--- src/rtl/pipe_tx_pkg.sv ---
// Constants and types for the PIPE transmit-side controller
// Summary of operation
// - 16-bit path: low byte is first symbol, bit zero serialized first.
// - 32-bit path: four symbols in ascending byte order.
// - Gen1/Gen2: flag low means data byte, high means control byte.
// - Flag bit n qualifies byte lane n, upward from bit zero.
// - One-cycle compliance pulse forces running disparity negative.
// - Gen3 data-valid qualifier makes device skip one word; polarity unsure.
// - Gen3 32-bit: block-start marks where a 128-bit block begins.
// - Gen3 sync header: 10 data block, 01 ordered-set block.
// - Detect/loopback input starts receiver detection, loopback after power-up.
// - Holding electrical-idle input forces transmit output idle.
// - Power-down 00 P0, 01 P0s, 10 P1; 11 unsupported.
// - Gen2 de-emphasis bit: zero -6 dB, one -3.5 dB.
// - Gen3 coefficients: C-1 bits 5:0, C0 11:6, C+1 17:12.
// - Margin 000 normal, 001 full; 010/011 reserved; 1xx last only; the controller accepts 1xx whenever driven.
// - Swing zero means full swing, one means low swing.
// - Rate 00 Gen1, 01 Gen2, 1x Gen3.
// - Path width 8/16 for Gen1, 16 Gen2, 32 Gen3; the controller keeps one WIDTH at every rate, 32 by default.
package pipe_tx_pkg;
    localparam int          DATA_W      = 32;
    localparam int          LANES_W     = 4;
    localparam logic [1:0]  RATE_GEN1   = 2'h0;
    localparam logic [1:0]  RATE_GEN2   = 2'h1;
    localparam logic [1:0]  RATE_GEN3   = 2'h2;
    localparam logic [1:0]  SYNC_DATA   = 2'h2;
    localparam logic [1:0]  SYNC_OS     = 2'h1;
    localparam logic [1:0]  PD_P0       = 2'h0;
    localparam logic [1:0]  PD_P0S      = 2'h1;
    localparam logic [1:0]  PD_P1       = 2'h2;
    localparam logic [1:0]  PD_P2       = 2'h3;
    localparam logic [2:0]  MARGIN_NORM = 3'h0;
    localparam logic [2:0]  MARGIN_FULL = 3'h1;
    localparam logic        DEEMPH_6DB  = 1'h0;
    localparam logic        DEEMPH_35DB = 1'h1;
    localparam int          CM1_LSB     = 0;
    localparam int          C0_LSB      = 6;
    localparam int          CP1_LSB     = 12;
    localparam int          COEF_W      = 6;
    // Skip level on the data-valid pin; polarity is ambiguous, so selectable
    localparam logic        SKIP_LEVEL  = 1'h1;

    typedef struct packed {
        logic [DATA_W-1:0]  data;
        logic [LANES_W-1:0] datak;
        logic               blk_start;
        logic [1:0]         sync_hdr;
        logic               data_valid;
        logic               compliance;
    } tx_word_t;

    typedef struct packed {
        logic        detect_loopback;
        logic        elec_idle;
        logic [1:0]  powerdown;
        logic [1:0]  rate;
        logic        deemph;
        logic [17:0] eq_coeffs;
        logic [2:0]  margin;
        logic        swing;
        logic        rx_polarity;
    } tx_ctrl_t;

    // Gen3 when the rate's upper bit is set
    function automatic logic is_gen3(input logic [1:0] rate);
        return rate[1];
    endfunction : is_gen3
endpackage : pipe_tx_pkg

--- src/rtl/pipe_coef_pack.sv ---
// Packs three Gen3 equalizer coefficients into the 18-bit field
`timescale 1ns/10ps
module pipe_coef_pack
    import pipe_tx_pkg::*;
(
    // Coefficients
    input  wire logic [COEF_W-1:0] c_minus,
    input  wire logic [COEF_W-1:0] c_zero,
    input  wire logic [COEF_W-1:0] c_plus,
    // Packed field
    output wire logic [17:0]       coeffs
);
    assign coeffs = {c_plus, c_zero, c_minus};
endmodule : pipe_coef_pack

--- src/rtl/pipe_tx_ctrl.sv ---
// MAC-side driver of the PHY transmit and control inputs
`timescale 1ns/10ps
module pipe_tx_ctrl
    import pipe_tx_pkg::*;
#(
    parameter int WIDTH = DATA_W
)
(
    // Clock and reset
    input  wire logic                  SYS_CLK,
    input  wire logic                  RESETN,
    // User transmit stream
    input  wire logic [WIDTH-1:0]      TX_DATA,
    input  wire logic [WIDTH/8-1:0]    TX_IS_CTRL,
    input  wire logic                  TX_VALID,
    output wire logic                  TX_READY,
    input  wire logic                  TX_BLOCK_START,
    input  wire logic                  TX_OS_BLOCK,
    input  wire logic                  TX_COMPLIANCE,
    // User control
    input  wire logic [1:0]            RATE,
    input  wire logic [1:0]            POWER_STATE,
    input  wire logic                  ELEC_IDLE,
    input  wire logic                  DETECT_REQ,
    input  wire logic                  DEEMPH_35,
    input  wire logic [COEF_W-1:0]     C_MINUS,
    input  wire logic [COEF_W-1:0]     C_ZERO,
    input  wire logic [COEF_W-1:0]     C_PLUS,
    input  wire logic [2:0]            MARGIN,
    input  wire logic                  LOW_SWING,
    input  wire logic                  RX_INVERT,
    output wire logic                  CTRL_REJECT,
    // PHY transmit inputs
    output wire logic [WIDTH-1:0]      PIPE_TX_DATA,
    output wire logic [WIDTH/8-1:0]    PIPE_TX_DATAK,
    output wire logic                  PIPE_TX_COMPLIANCE,
    output wire logic                  PIPE_TX_DATA_VALID,
    output wire logic                  PIPE_TX_BLK_START,
    output wire logic [1:0]            PIPE_TX_SYNC_HDR,
    output wire logic                  PIPE_TX_DETECT_LOOPBACK,
    output wire logic                  PIPE_TX_ELEC_IDLE,
    output wire logic [1:0]            PIPE_POWERDOWN,
    output wire logic [1:0]            PIPE_RATE,
    output wire logic                  PIPE_TX_DEEMPH,
    output wire logic [17:0]           TX_EQUALIZER_COEFFS,
    output wire logic [2:0]            PIPE_TX_MARGIN,
    output wire logic                  PIPE_TX_SWING,
    output wire logic                  PIPE_RX_POLARITY
);
    tx_word_t          word_q;
    tx_word_t          word_d;
    tx_ctrl_t          ctrl_q;
    tx_ctrl_t          ctrl_d;
    logic              comp_seen_q;
    logic [17:0]       coeffs;
    logic              gen3;
    logic              pd_bad;
    logic              margin_bad;
    logic              ctrl_bad;
    logic              send;
    logic              comp_pulse;
    logic [1:0]        rate_eff;

    pipe_coef_pack u_pack (
        .c_minus (C_MINUS),
        .c_zero  (C_ZERO),
        .c_plus  (C_PLUS),
        .coeffs  (coeffs)
    );

    // Gen3 needs the 32-bit path; narrower builds stay at Gen1/Gen2
    assign rate_eff   = (WIDTH < DATA_W && is_gen3(RATE)) ?
                        RATE_GEN2 : RATE;
    assign gen3       = is_gen3(rate_eff);
    assign pd_bad     = (POWER_STATE == PD_P2);
    // 010/011 codes reserved and rejected; 1xx codes accepted whenever driven
    assign margin_bad = (MARGIN[2:1] == 2'h1);
    assign ctrl_bad   = pd_bad | margin_bad;
    assign CTRL_REJECT = ctrl_bad;
    assign TX_READY   = 1'b1;
    assign send       = TX_VALID;
    assign comp_pulse = TX_COMPLIANCE & ~comp_seen_q;

    always_comb begin
        word_d            = '0;
        word_d.data       = DATA_W'(TX_DATA);
        word_d.datak      = LANES_W'(TX_IS_CTRL);
        word_d.compliance = comp_pulse & ~gen3;
        // Idle cycles are marked for skipping at Gen3
        word_d.data_valid = gen3 ? (send ? ~SKIP_LEVEL : SKIP_LEVEL)
                                 : 1'b1;
        word_d.blk_start  = gen3 & send & TX_BLOCK_START;
        word_d.sync_hdr   = (gen3 && TX_BLOCK_START) ?
                            (TX_OS_BLOCK ? SYNC_OS : SYNC_DATA) :
                            2'h0;
    end

    always_comb begin
        ctrl_d                 = ctrl_q;
        ctrl_d.detect_loopback = DETECT_REQ;
        ctrl_d.elec_idle       = ELEC_IDLE | (~send & ~gen3);
        ctrl_d.rate            = rate_eff;
        ctrl_d.deemph          = DEEMPH_35;
        ctrl_d.eq_coeffs       = coeffs;
        ctrl_d.swing           = LOW_SWING;
        ctrl_d.rx_polarity     = RX_INVERT;
        if (!pd_bad) begin
            ctrl_d.powerdown = POWER_STATE;
        end
        if (!margin_bad) begin
            ctrl_d.margin = MARGIN;
        end
    end

    always_ff @(posedge SYS_CLK or negedge RESETN) begin
        if (!RESETN) begin
            word_q      <= '0;
            comp_seen_q <= 1'b0;
        end else begin
            word_q      <= word_d;
            comp_seen_q <= TX_COMPLIANCE;
        end
    end

    always_ff @(posedge SYS_CLK or negedge RESETN) begin
        if (!RESETN) begin
            ctrl_q           <= '0;
            ctrl_q.elec_idle <= 1'b1;
            ctrl_q.powerdown <= PD_P1;
            ctrl_q.rate      <= RATE_GEN1;
            ctrl_q.margin    <= MARGIN_NORM;
            ctrl_q.deemph    <= DEEMPH_6DB;
        end else begin
            ctrl_q <= ctrl_d;
        end
    end

    assign PIPE_TX_DATA            = word_q.data[WIDTH-1:0];
    assign PIPE_TX_DATAK           = word_q.datak[WIDTH/8-1:0];
    assign PIPE_TX_COMPLIANCE      = word_q.compliance;
    assign PIPE_TX_DATA_VALID      = word_q.data_valid;
    assign PIPE_TX_BLK_START       = word_q.blk_start;
    assign PIPE_TX_SYNC_HDR        = word_q.sync_hdr;
    assign PIPE_TX_DETECT_LOOPBACK = ctrl_q.detect_loopback;
    assign PIPE_TX_ELEC_IDLE       = ctrl_q.elec_idle;
    assign PIPE_POWERDOWN          = ctrl_q.powerdown;
    assign PIPE_RATE               = ctrl_q.rate;
    assign PIPE_TX_DEEMPH          = ctrl_q.deemph;
    assign TX_EQUALIZER_COEFFS     = ctrl_q.eq_coeffs;
    assign PIPE_TX_MARGIN          = ctrl_q.margin;
    assign PIPE_TX_SWING           = ctrl_q.swing;
    assign PIPE_RX_POLARITY        = ctrl_q.rx_polarity;

    comp_one_cycle_a: assert property (@(posedge SYS_CLK) disable iff (!RESETN)
        PIPE_TX_COMPLIANCE |=> !PIPE_TX_COMPLIANCE)
        else $error("compliance held longer than one cycle");
    no_p2_a: assert property (@(posedge SYS_CLK) disable iff (!RESETN)
        PIPE_POWERDOWN != PD_P2)
        else $error("unsupported P2 state driven");
    sync_hdr_a: assert property (@(posedge SYS_CLK) disable iff (!RESETN)
        PIPE_TX_BLK_START |-> (PIPE_TX_SYNC_HDR == SYNC_DATA ||
                               PIPE_TX_SYNC_HDR == SYNC_OS))
        else $error("bad sync header at block start");
    blk_gen3_a: assert property (@(posedge SYS_CLK) disable iff (!RESETN)
        PIPE_TX_BLK_START |-> PIPE_RATE[1])
        else $error("block start outside Gen3");
    data_follow_a: assert property (@(posedge SYS_CLK) disable iff (!RESETN)
        TX_VALID |=> PIPE_TX_DATA == $past(TX_DATA))
        else $error("transmit word not forwarded");
    skip_idle_a: assert property (@(posedge SYS_CLK) disable iff (!RESETN)
        (!TX_VALID && is_gen3(rate_eff)) |=>
        PIPE_TX_DATA_VALID == SKIP_LEVEL)
        else $error("idle Gen3 cycle not skipped");
    idle_follow_a: assert property (@(posedge SYS_CLK) disable iff (!RESETN)
        ELEC_IDLE |=> PIPE_TX_ELEC_IDLE)
        else $error("electrical idle not forced");
    margin_rsvd_a: assert property (@(posedge SYS_CLK) disable iff (!RESETN)
        PIPE_TX_MARGIN[2:1] != 2'h1)
        else $error("reserved margin code driven");
endmodule : pipe_tx_ctrl

--- config.mk ---
export PLATFORM = sky130hd
export DESIGN_NAME = pipe_tx_ctrl
export DESIGN_NICKNAME = d
export VERILOG_FILES = /design/src/rtl/pipe_tx_pkg.sv /design/src/rtl/pipe_coef_pack.sv /design/src/rtl/pipe_tx_ctrl.sv
export SDC_FILE = /design/constraint.sdc
export NUM_CORES = 1
export LEC_CHECK = 0
export BUFFER_PORTS_ARGS = -buffer_cell sky130_fd_sc_hd__clkbuf_2
export CAP_MARGIN = 20
export CORE_ASPECT_RATIO = 0.6
export CORE_MARGIN = 2
export CORE_UTILIZATION = 30
export DETAILED_ROUTE_END_ITERATION = 12
export SLEW_MARGIN = 20
export SYNTH_ARGS = -nofsm -noshare
export SYNTH_HDL_FRONTEND = slang
export SYNTH_HIERARCHICAL = 1
export SYNTH_SLANG_ARGS = --single-unit
--- constraint.sdc ---
create_clock -name SYS_CLK -period 0.8 [get_ports SYS_CLK]
set_input_delay 0.16 -clock SYS_CLK [delete_from_list [all_inputs] [get_ports SYS_CLK]]
set_output_delay 0.16 -clock SYS_CLK [all_outputs]
set_load 0.03 [all_outputs]
==> flow_summary.ini, run 1 <==
[detailed_routing]
routed_via_density = 3.921
drc = 0
drtAntennaViolNets = 0
vias = 1588
avgRoutedWirePerCell_um = 14.39
drt-initial-drc-count = 44
dr.pass1.iters = 4
finalWirelength_um = 5827

[min_path]
min_path_type = in2reg
min-delay-start = TX_VALID

[clock_network]
cts-root-buf = clkbuf_16
clockBufferDepth = 2
cts-htree-levels = 3
cts_tree = yes
clk_pin_slew_ps = 50
cts-buffers-inserted = 9
clock_sinks = 72
clk_latency_ps = 320

[worst_setup_path]
crit_path_max_incr_delay_ps = 550
r2r-start = PIPE_TX_MARGIN[1]
critPathBufInv = 1
crit_chain = buf_8
cpLargestDelayFamily = flip-flops
cpMaxStageDelayCell = dfstp_2
cp-start-kind = flip-flop
crit_arrival_ps = 990
path_class = reg2out
end_kind = output port
cp.required_ps = 640
cp-startpoint = PIPE_POWERDOWN[1]
cp_max_fo = 2

[logic_synthesis]
yosysSeqAreaShare_pct = 87.39
synth_cell_types = 15
yosys.area_share.simple_pct = 2.545
yosys.area.top_type = dfrtp_1
synthXorXnorAreaFrac_pct = 0
synthAdderAreaFrac_pct = 0
synth_area_leaders = dfrtp_1 85%, buf_4 6.9%, dfstp_2 2.5%, a21boi_0 0.73%, mux2_4 0.73%
yosys_warnings = 6
synth_top_area_share_pct = 84.85
synth_top_family_by_area = buffers and inverters
ys_ff_latch = 72
synthMuxAreaShare_pct = 0.7273
syn-num-nets = 181
netlist_area_um2 = 2064
synthCells = 109
syn_area_per_cell_um2 = 18.94
synth_compound_area_share_pct = 1.879

[timing]
finalSetupViolCount = 73
clock_skew_ps = 2.771
max_freq_ghz = 0.8687
timing.final.crit_period_ps = 1151
rsz0062_at_grt = true
period_share_pct = 143.9
hold_viol = 0
slew_viol_final = 0
finalWorstSetupSlack_ps = -351.1

[cells_and_area]
area_growth_syn_to_layout_pct = 114.9
diodes = 0
fin_util_pct = 66.45
finalNonFillerCells = 405
n_fill_cell = 467
drive_gt1_share_pct = 53.77
layout.nets = 385
final_cell_area_um2 = 4437

[global_route]
grt_max_degree = 27
track_usage_pct = 15.53
grt_pass1_vias = 1664
grt_antenna_before_repair = 0
overflow = 0
grt_pass1_wl_um = 8459

[placed_design]
port_buffers = 143
dpl.cell_count = 325
place_ws_ps = -62.10
placed_area_um2 = 2814
hpwlAfterDp_um = 3333
place.gp.congestion = 0.7838

[floorplanning]
die_x_um = 111.1
fp.dieH_um = 68.26
std_cell_rows = 23
initial_core_util_pct = 30.92
core_area_um2 = 6676
die-area_um2 = 7583
io_pins = 145

[run_status]
status = complete, but fails checks
violations = setup timing

[flow_run]
cap_violations = 0

[power_and_ir_drop]
ir_worst_vdd_v = 0.001450
p_per_area_nw_per_um2 = 2041
p_leak_nw = 2.176
total_power_mw = 9.057
==> where the power goes <==
part,switching [mW],internal (mW)
logic,0.697,0.870
registers,0.132,3.84
clock network,1.36,2.16
==> registers in the layout, indices dropped and copies added (netlist names), 2 cells and up <==
name and cells:
PIPE_TX_DATAK 4, PIPE_RATE 2, PIPE_TX_DATA 32, PIPE_TX_MARGIN 3, PIPE_TX_SYNC_HDR 2, PIPE_POWERDOWN 2, TX_EQUALIZER_COEFFS 18
==> metrics by stage <==
| step | hold WS (ps) | TNS (ps) |
|---|---|---|
| after global routing | 16.20 | -17640 |
| after detailed placement | 63.23 | -124.1 |
| final | 28.29 | -15220 |
| after global placement | 61.41 | -108.0 |
| after CTS | 5.066 | -16720 |
| after floorplan | -135.6 | -87.26 |
==> cell type report <==
cell class              instances  area [µm²]  share of cell area, %
repair buffers                212        2132                  48.05
flip-flops and latches         72        1807                  40.72
clock buffers                  12       246.5                  5.556
multi-input cells              16       115.1                  2.594
well taps                      87       108.9                  2.453
clock inverters                 4       20.02                 0.4512
inverters                       2       7.507                 0.1692
==> cell families after synthesis <==
logic type | Yosys count
buffers and inverters | 21
AO/OA/AOI/OAI | 5
multiplexers | 1
other | 1
AND/OR/NAND/NOR | 9
flip-flops | 72
==> synthesized netlist by cell type, drive strengths merged <==
cell,instances
nor2,1
dfrtp,70
conb,1
o21bai,1
buf,19
mux2,1
and3,2
o21a,1
nand2,4
a21boi,2
nand2b,1
inv,2
dfstp,2
a21o,1
nor3b,1
==> final timing paths <==
path | depth (start not counted) | end | slack (ps)
max reg2reg | 2 | PIPE_TX_MARGIN[1] | -30
min | 2 | PIPE_TX_ELEC_IDLE | 30
min reg2reg | 1 | PIPE_TX_COMPLIANCE | 420
max in group asynchronous | 3 | PIPE_TX_DATA[15] | 110
max | 1 | PIPE_POWERDOWN[1] | -350
min in group asynchronous | 2 | comp_seen_q | 270
==> layer usage <==
| metal | track usage, % | vias up | share of wire (%) |
|---|---|---|---|
| met4 | 6.944 | 0 | 1.3 |
| met3 | 9.743 | 9 | 12 |
| met5 | 0 | - | 0 |
| met2 | 25.23 | 94 | 49 |
| met1 | 16.54 | 756 | 38 |
| li1 | - | 729 | - |
==> layout by cell type, fill, tap and decap left out, drive strengths merged <==
cell,netlist,final
a21boi,2,2
a21o,1,1
and3,2,2
buf,19,79
clkbuf,0,82
clkinv,0,4
conb,1,1
dfrtp,70,70
dfstp,2,2
dlygate4sd3,0,63
inv,2,2
mux2,1,1
nand2,4,4
nand2b,1,1
nor2,1,1
nor3b,1,1
o21a,1,1
o21bai,1,1
==> repair_timing <==
item	4_1_cts	5_1_grt
hold endpoints to repair	126	0
hold buffers	63	0
gates resized for setup	142	75
setup endpoints to repair	71	74
buffers inserted	0	1
Power figures use the tool's default switching activity.
==> run 2: changes to the inputs <==
--- a/config.mk
+++ b/config.mk
@@ -5,14 +5,12 @@
 export SDC_FILE = /design/constraint.sdc
 export NUM_CORES = 1
 export LEC_CHECK = 0
-export BUFFER_PORTS_ARGS = -buffer_cell sky130_fd_sc_hd__clkbuf_2
 export CAP_MARGIN = 20
 export CORE_ASPECT_RATIO = 0.6
-export CORE_MARGIN = 2
 export CORE_UTILIZATION = 30
 export DETAILED_ROUTE_END_ITERATION = 12
+export DONT_BUFFER_PORTS = 1
 export SLEW_MARGIN = 20
 export SYNTH_ARGS = -nofsm -noshare
 export SYNTH_HDL_FRONTEND = slang
-export SYNTH_HIERARCHICAL = 1
 export SYNTH_SLANG_ARGS = --single-unit
==> flow_summary.ini, run 2 <==
[run_status]
status = complete, but fails checks
violations = hold timing, setup timing

[floorplanning]
io_pins = 145
die-area_um2 = 6767
core_area_um2 = 6166
fp.dieH_um = 64.12
die_x_um = 105.5
initial_core_util_pct = 31.29
std_cell_rows = 22

[worst_setup_path]
cpMaxStageDelayCell = dfstp_2
crit_path_max_incr_delay_ps = 560
cpLargestDelayFamily = flip-flops
r2r_slack_ps = 0
cp.required_ps = 640
cp_max_fo = 2
cp-start-kind = flip-flop
critPathBufInv = 1
end_kind = output port
path_class = reg2out
crit_arrival_ps = 1010
crit_chain = buf_12

[timing]
hold_viol = 72
slew_viol_final = 0
finalWorstSetupSlack_ps = -370.9
max_freq_ghz = 0.8541
finalSetupViolCount = 71
period_share_pct = 146.4
timing.final.crit_period_ps = 1171
finalHoldWorstSlack_ps = -479.9
clock_skew_ps = 0.02603
fin_tns_setup_ps = -12150
rsz0062_at_grt = true

[power_and_ir_drop]
p_per_area_nw_per_um2 = 2607
ir_worst_vdd_v = 0.001078
p_leak_nw = 1.293

[global_route]
grt_pass1_vias = 1221
grt_max_degree = 73
grt_pass1_wl_um = 6665
overflow = 0
grt_antenna_before_repair = 0
track_usage_pct = 13.91

[logic_synthesis]
syn_area_per_cell_um2 = 21.20
yosys.area_share.simple_pct = 2.724
async_flop_share_pct = 100.0
netlist_area_um2 = 1929
synthTopCellsByCount = 70 x dfrtp_1, 4 x nand2_1
synth_area_leaders = dfrtp_1 91%, dfstp_2 2.7%, a21boi_0 0.78%, mux2_4 0.78%, nand2_1 0.78%
synth_compound_area_share_pct = 2.010
syn-num-nets = 163
synthFlopType = dfrtp_1
synth_top_area_share_pct = 90.79
synthMuxAreaShare_pct = 0.7782
yosysSeqAreaShare_pct = 93.51
synthXorXnorAreaFrac_pct = 0
synthMostInstantiatedCell = dfrtp_1
synthCells = 91
yosys.area.top_type = dfrtp_1
synth_cell_types = 15
synthAdderAreaFrac_pct = 0
synth_top_family_by_area = simple AND/OR/NAND/NOR gates
synth-edff-count = 0
ys_ff_latch = 72
yosys_warnings = 0

[placed_design]
placed_area_um2 = 2079
hpwlAfterDp_um = 2542
place.gp.congestion = 0.7299
port_buffers = 0
dpl.cell_count = 179

[clock_network]
clk_latency_ps = 330
clockBufferDepth = 2
cts-buffers-inserted = 9
cts_tree = yes
clk_pin_slew_ps = 80
clock_sinks = 72
cts-htree-levels = 3
cts-root-buf = clkbuf_8
cts_hold_buffers = 70
cts_setup_buffers = 0

[detailed_routing]
vias = 1099
avgRoutedWirePerCell_um = 16.45
finalWirelength_um = 4360
drt-initial-drc-count = 32
dr.pass1.iters = 4
drtAntennaViolNets = 0
routed_via_density = 4.147
drc = 0

[cells_and_area]
fin_util_pct = 50.69
diodes = 0
layout.nets = 248
multi_input_area_um2 = 113.9
drive_gt1_share_pct = 51.38
largest_reg_flops = 32
finalNonFillerCells = 265
n_fill_cell = 517
area_growth_syn_to_layout_pct = 62.00
final_common_cell = dlygate4sd3_1
layout_common_cells = 70 x dlygate4sd3_1, 67 x dfrtp_2, 10 x clkbuf_8, 4 x nand2_1, 4 x buf_6
ff_latch_area_um2 = 1888
final_cell_area_um2 = 3126

[min_path]
min_path_type = in2async

[flow_run]
cap_violations = 0
==> run 2: changes by cell type after synthesis <==
cell,before,now
buf_4,19,1
==> run 2: path summary, 6_finish.rpt <==
| kind | start | end | cells after the start |
|---|---|---|---|
| worst max-delay path | PIPE_POWERDOWN[1] | PIPE_POWERDOWN[1] | 1 |
| worst min-delay path | RESETN | PIPE_TX_DATA[23] | 0 |
| worst max register to register | PIPE_TX_MARGIN[0] | PIPE_TX_MARGIN[0] | 1 |
| worst min register to register | comp_seen_q | PIPE_TX_COMPLIANCE | 1 |
| max in group asynchronous | RESETN | PIPE_TX_ELEC_IDLE | 0 |
| min in group SYS_CLK | MARGIN[1] | PIPE_TX_MARGIN[0] | 2 |
==> run 2: cell type report <==
class                   count  area share, %
clock buffers              11          4.524
clock inverters             5          3.323
inverters                   2         0.2402
multi-input cells          16          3.643
flip-flops and latches     72          60.41
well taps                  84          3.363
repair buffers             75          24.50
==> run 2: power by group <==
part | switching [mW] | internal, mW | total [mW]
logic | 0.139 | 0.295 | 0.434
clock network | 1.24 | 2.16 | 3.40
registers | 0.446 | 3.87 | 4.31
==> run 2: logic make-up after synthesis <==
group / Yosys count
AOI/OAI and AO/OA: 5
buffers and inverters: 3
DFF: 72
muxes: 1
other: 1
and+or+nand+nor: 9
==> run 2: layer usage <==
| layer | part of all wire, % | global-route usage [%] | vias up |
|---|---|---|---|
| met3 | 14 | 9.592 | 7 |
| met5 | 0 | 0 | - |
| met4 | 1.0 | 6.250 | 0 |
| met2 | 50 | 22.62 | 98 |
| met1 | 34 | 13.79 | 539 |
| li1 | - | - | 455 |
==> run 2: repair_timing <==
action	in CTS	in global routing
setup endpoints to repair	72	73
endpoints found under the hold margin	144	72
resized for setup	69	1
==> run 2: through the flow <==
stage / power [mW] / setup WS (ps)
after floorplan: 4.404 / -53.95
after global placement: 4.475 / -12.72
after detailed placement: 4.478 / -19.13
after CTS: 8.251 / -398.3
after global routing: 8.519 / -422.8
final: 8.149 / -370.9
==> run 3: changes to the inputs <==
--- a/config.mk
+++ b/config.mk
@@ -5,8 +5,8 @@
 export SDC_FILE = /design/constraint.sdc
 export NUM_CORES = 1
 export LEC_CHECK = 0
+export ABC_AREA = 1
 export CAP_MARGIN = 20
-export CORE_ASPECT_RATIO = 0.6
 export CORE_UTILIZATION = 30
 export DETAILED_ROUTE_END_ITERATION = 12
 export DONT_BUFFER_PORTS = 1
==> flow_summary.ini, run 3 <==
[worst_setup_path]
cp-start-kind = flip-flop
crit_arrival_ps = 970
end_kind = output port
cp.required_ps = 640
cp_max_fo = 2
path_class = reg2out

[logic_synthesis]
yosys.area.top_type = dfrtp_1
synth_area_leaders = dfrtp_1 91%, dfstp_2 2.7%, nand2_1 1.4%, nor2_1 1.4%, inv_1 0.98%
syn_area_per_cell_um2 = 19.59
async_flop_share_pct = 100.0
ys_ff_latch = 72
yosysSeqAreaShare_pct = 94.00
netlist_area_um2 = 1919
yosys_warnings = 0
synth_cell_types = 12
synthTopCellsByCount = 70 x dfrtp_1, 7 x nand2_1, 7 x nor2_1
synth-edff-count = 0
synth_top_area_share_pct = 91.26
syn-num-nets = 170
synthMostInstantiatedCell = dfrtp_1
synthFlopType = dfrtp_1
synthCells = 98

[global_route]
grt-busiest-layer = met2
met1_usage_pct = 12.10
grt_antenna_before_repair = 0
grt_pass1_wl_um = 6561
met3_usage_pct = 10.22
grt_pass1_vias = 1279
grt_max_degree = 73
track_usage_pct = 14.76
overflow = 0
met2_usage_pct = 26.61

[timing]
timing.final.crit_period_ps = 1134
finalWorstSetupSlack_ps = -334.4
max_freq_ghz = 0.8815
finalHoldWorstSlack_ps = -488.8
finalSetupViolCount = 72
hold_viol = 72
rsz0062_at_grt = true
clock_skew_ps = 2.493
fin_tns_setup_ps = -12620
period_share_pct = 141.8
slew_viol_final = 0

[floorplanning]
io_pins = 145
die-area_um2 = 6722
die_x_um = 81.99
fp.dieH_um = 81.99
initial_core_util_pct = 31.67
core_area_um2 = 6061
std_cell_rows = 28

[power_and_ir_drop]
p_leak_nw = 1.332
p_per_area_nw_per_um2 = 2601
ir_worst_vdd_v = 0.001838

[detailed_routing]
drtAntennaViolNets = 0
drt-initial-drc-count = 34
dr.pass1.iters = 4
vias = 1121
drc = 0
routed_via_density = 4.246
avgRoutedWirePerCell_um = 17.51
finalWirelength_um = 4622

[cells_and_area]
drive_gt1_share_pct = 48.15
largest_reg_flops = 32
area_growth_syn_to_layout_pct = 64.60
layout_common_cells = 70 x dlygate4sd3_1, 65 x dfrtp_2, 11 x clkbuf_8, 7 x nand2_1, 6 x nor2_1
ff_latch_area_um2 = 1886
n_fill_cell = 490
layout.nets = 258
final_common_cell = dlygate4sd3_1
final_cell_area_um2 = 3159
diodes = 0
multi_input_area_um2 = 105.1

[placed_design]
place.gp.congestion = 0.7045
place_ws_ps = -40.21
port_buffers = 0
placed_area_um2 = 2085
hpwlAfterDp_um = 2949

[clock_network]
clk_latency_ps = 330
clockBufferDepth = 2
cts-buffers-inserted = 9
cts-htree-levels = 3
cts_hold_buffers = 71
clk_pin_slew_ps = 70
cts-root-buf = clkbuf_8
cts_tree = yes
clock_sinks = 72

[flow_run]
cap_violations = 0

[min_path]
min_path_type = in2async

[run_status]
violations = hold timing, setup timing
status = complete, but fails checks
==> run 3: per-stage QoR <==
| stage | cells | utilization [%] | total power, mW |
|---|---|---|---|
| 3_5_place_dp | 177 | 34.39 | 4.508 |
| 5_1_grt | 264 | 52.13 | 8.534 |
| 4_1_cts | 264 | 51.80 | 8.276 |
| 3_3_place_gp | 177 | 34.39 | 4.499 |
| 2_1_floorplan | 98 | - | 4.402 |
| 6_report | 264 | 52.13 | 8.217 |
==> run 3: worst paths after layout <==
kind | depth (start not counted) | to | from | slack, ps
max in group asynchronous | 0 | PIPE_POWERDOWN[1] | RESETN | 1080
worst max-delay path | 0 | PIPE_POWERDOWN[1] | PIPE_POWERDOWN[1] | -330
worst min register to register | 1 | PIPE_TX_COMPLIANCE | comp_seen_q | 420
worst min-delay path | 0 | PIPE_TX_DATA[30] | RESETN | -490
min in group SYS_CLK | 3 | PIPE_TX_MARGIN[0] | MARGIN[1] | 50
worst max register to register | 2 | PIPE_POWERDOWN[1] | PIPE_POWERDOWN[1] | -80
==> run 3: where the power goes <==
part / switching, mW / internal [mW]
logic: 0.147 / 0.316
registers: 0.460 / 3.87
clock network: 1.22 / 2.21
total: 1.83 / 6.39
==> run 3: layer usage <==
layer	routed length [µm]	vias to the layer above	share of wire (%)
met2	2616	89	57
met1	1349	550	29
li1	-	471	-
met4	77	0	1.7
met5	0	-	0
met3	578	11	13
==> run 3: kinds of logic (layout without fill, tap and decap cells) <==
family,Yosys count,count (layout),share of synthesized area [%]
AND/OR/NAND/NOR,16,16,3.390
other,1,1,0.1954
AO/OA/AOI/OAI,3,3,1.043
flip-flops,72,72,94.00
buffers and inverters,6,97,1.369
==> run 3: layout make-up <==
cell class / count / area share (%)
clock buffers: 11 / 4.792
clock inverters: 3 / 2.851
inverters: 5 / 0.5941
multi-input cells: 20 / 3.327
flip-flops and latches: 72 / 59.68
well taps: 75 / 2.970
repair buffers: 78 / 25.78
==> run 3: what timing repair did <==
| action | 4_1_cts | 5_1_grt |
|---|---|---|
| setup buffers | 2 | 0 |
| setup endpoints to repair | 72 | 75 |
| resized for setup | 67 | 5 |
| hold endpoints to repair | 144 | 72 |
| pin swaps | 3 | 3 |
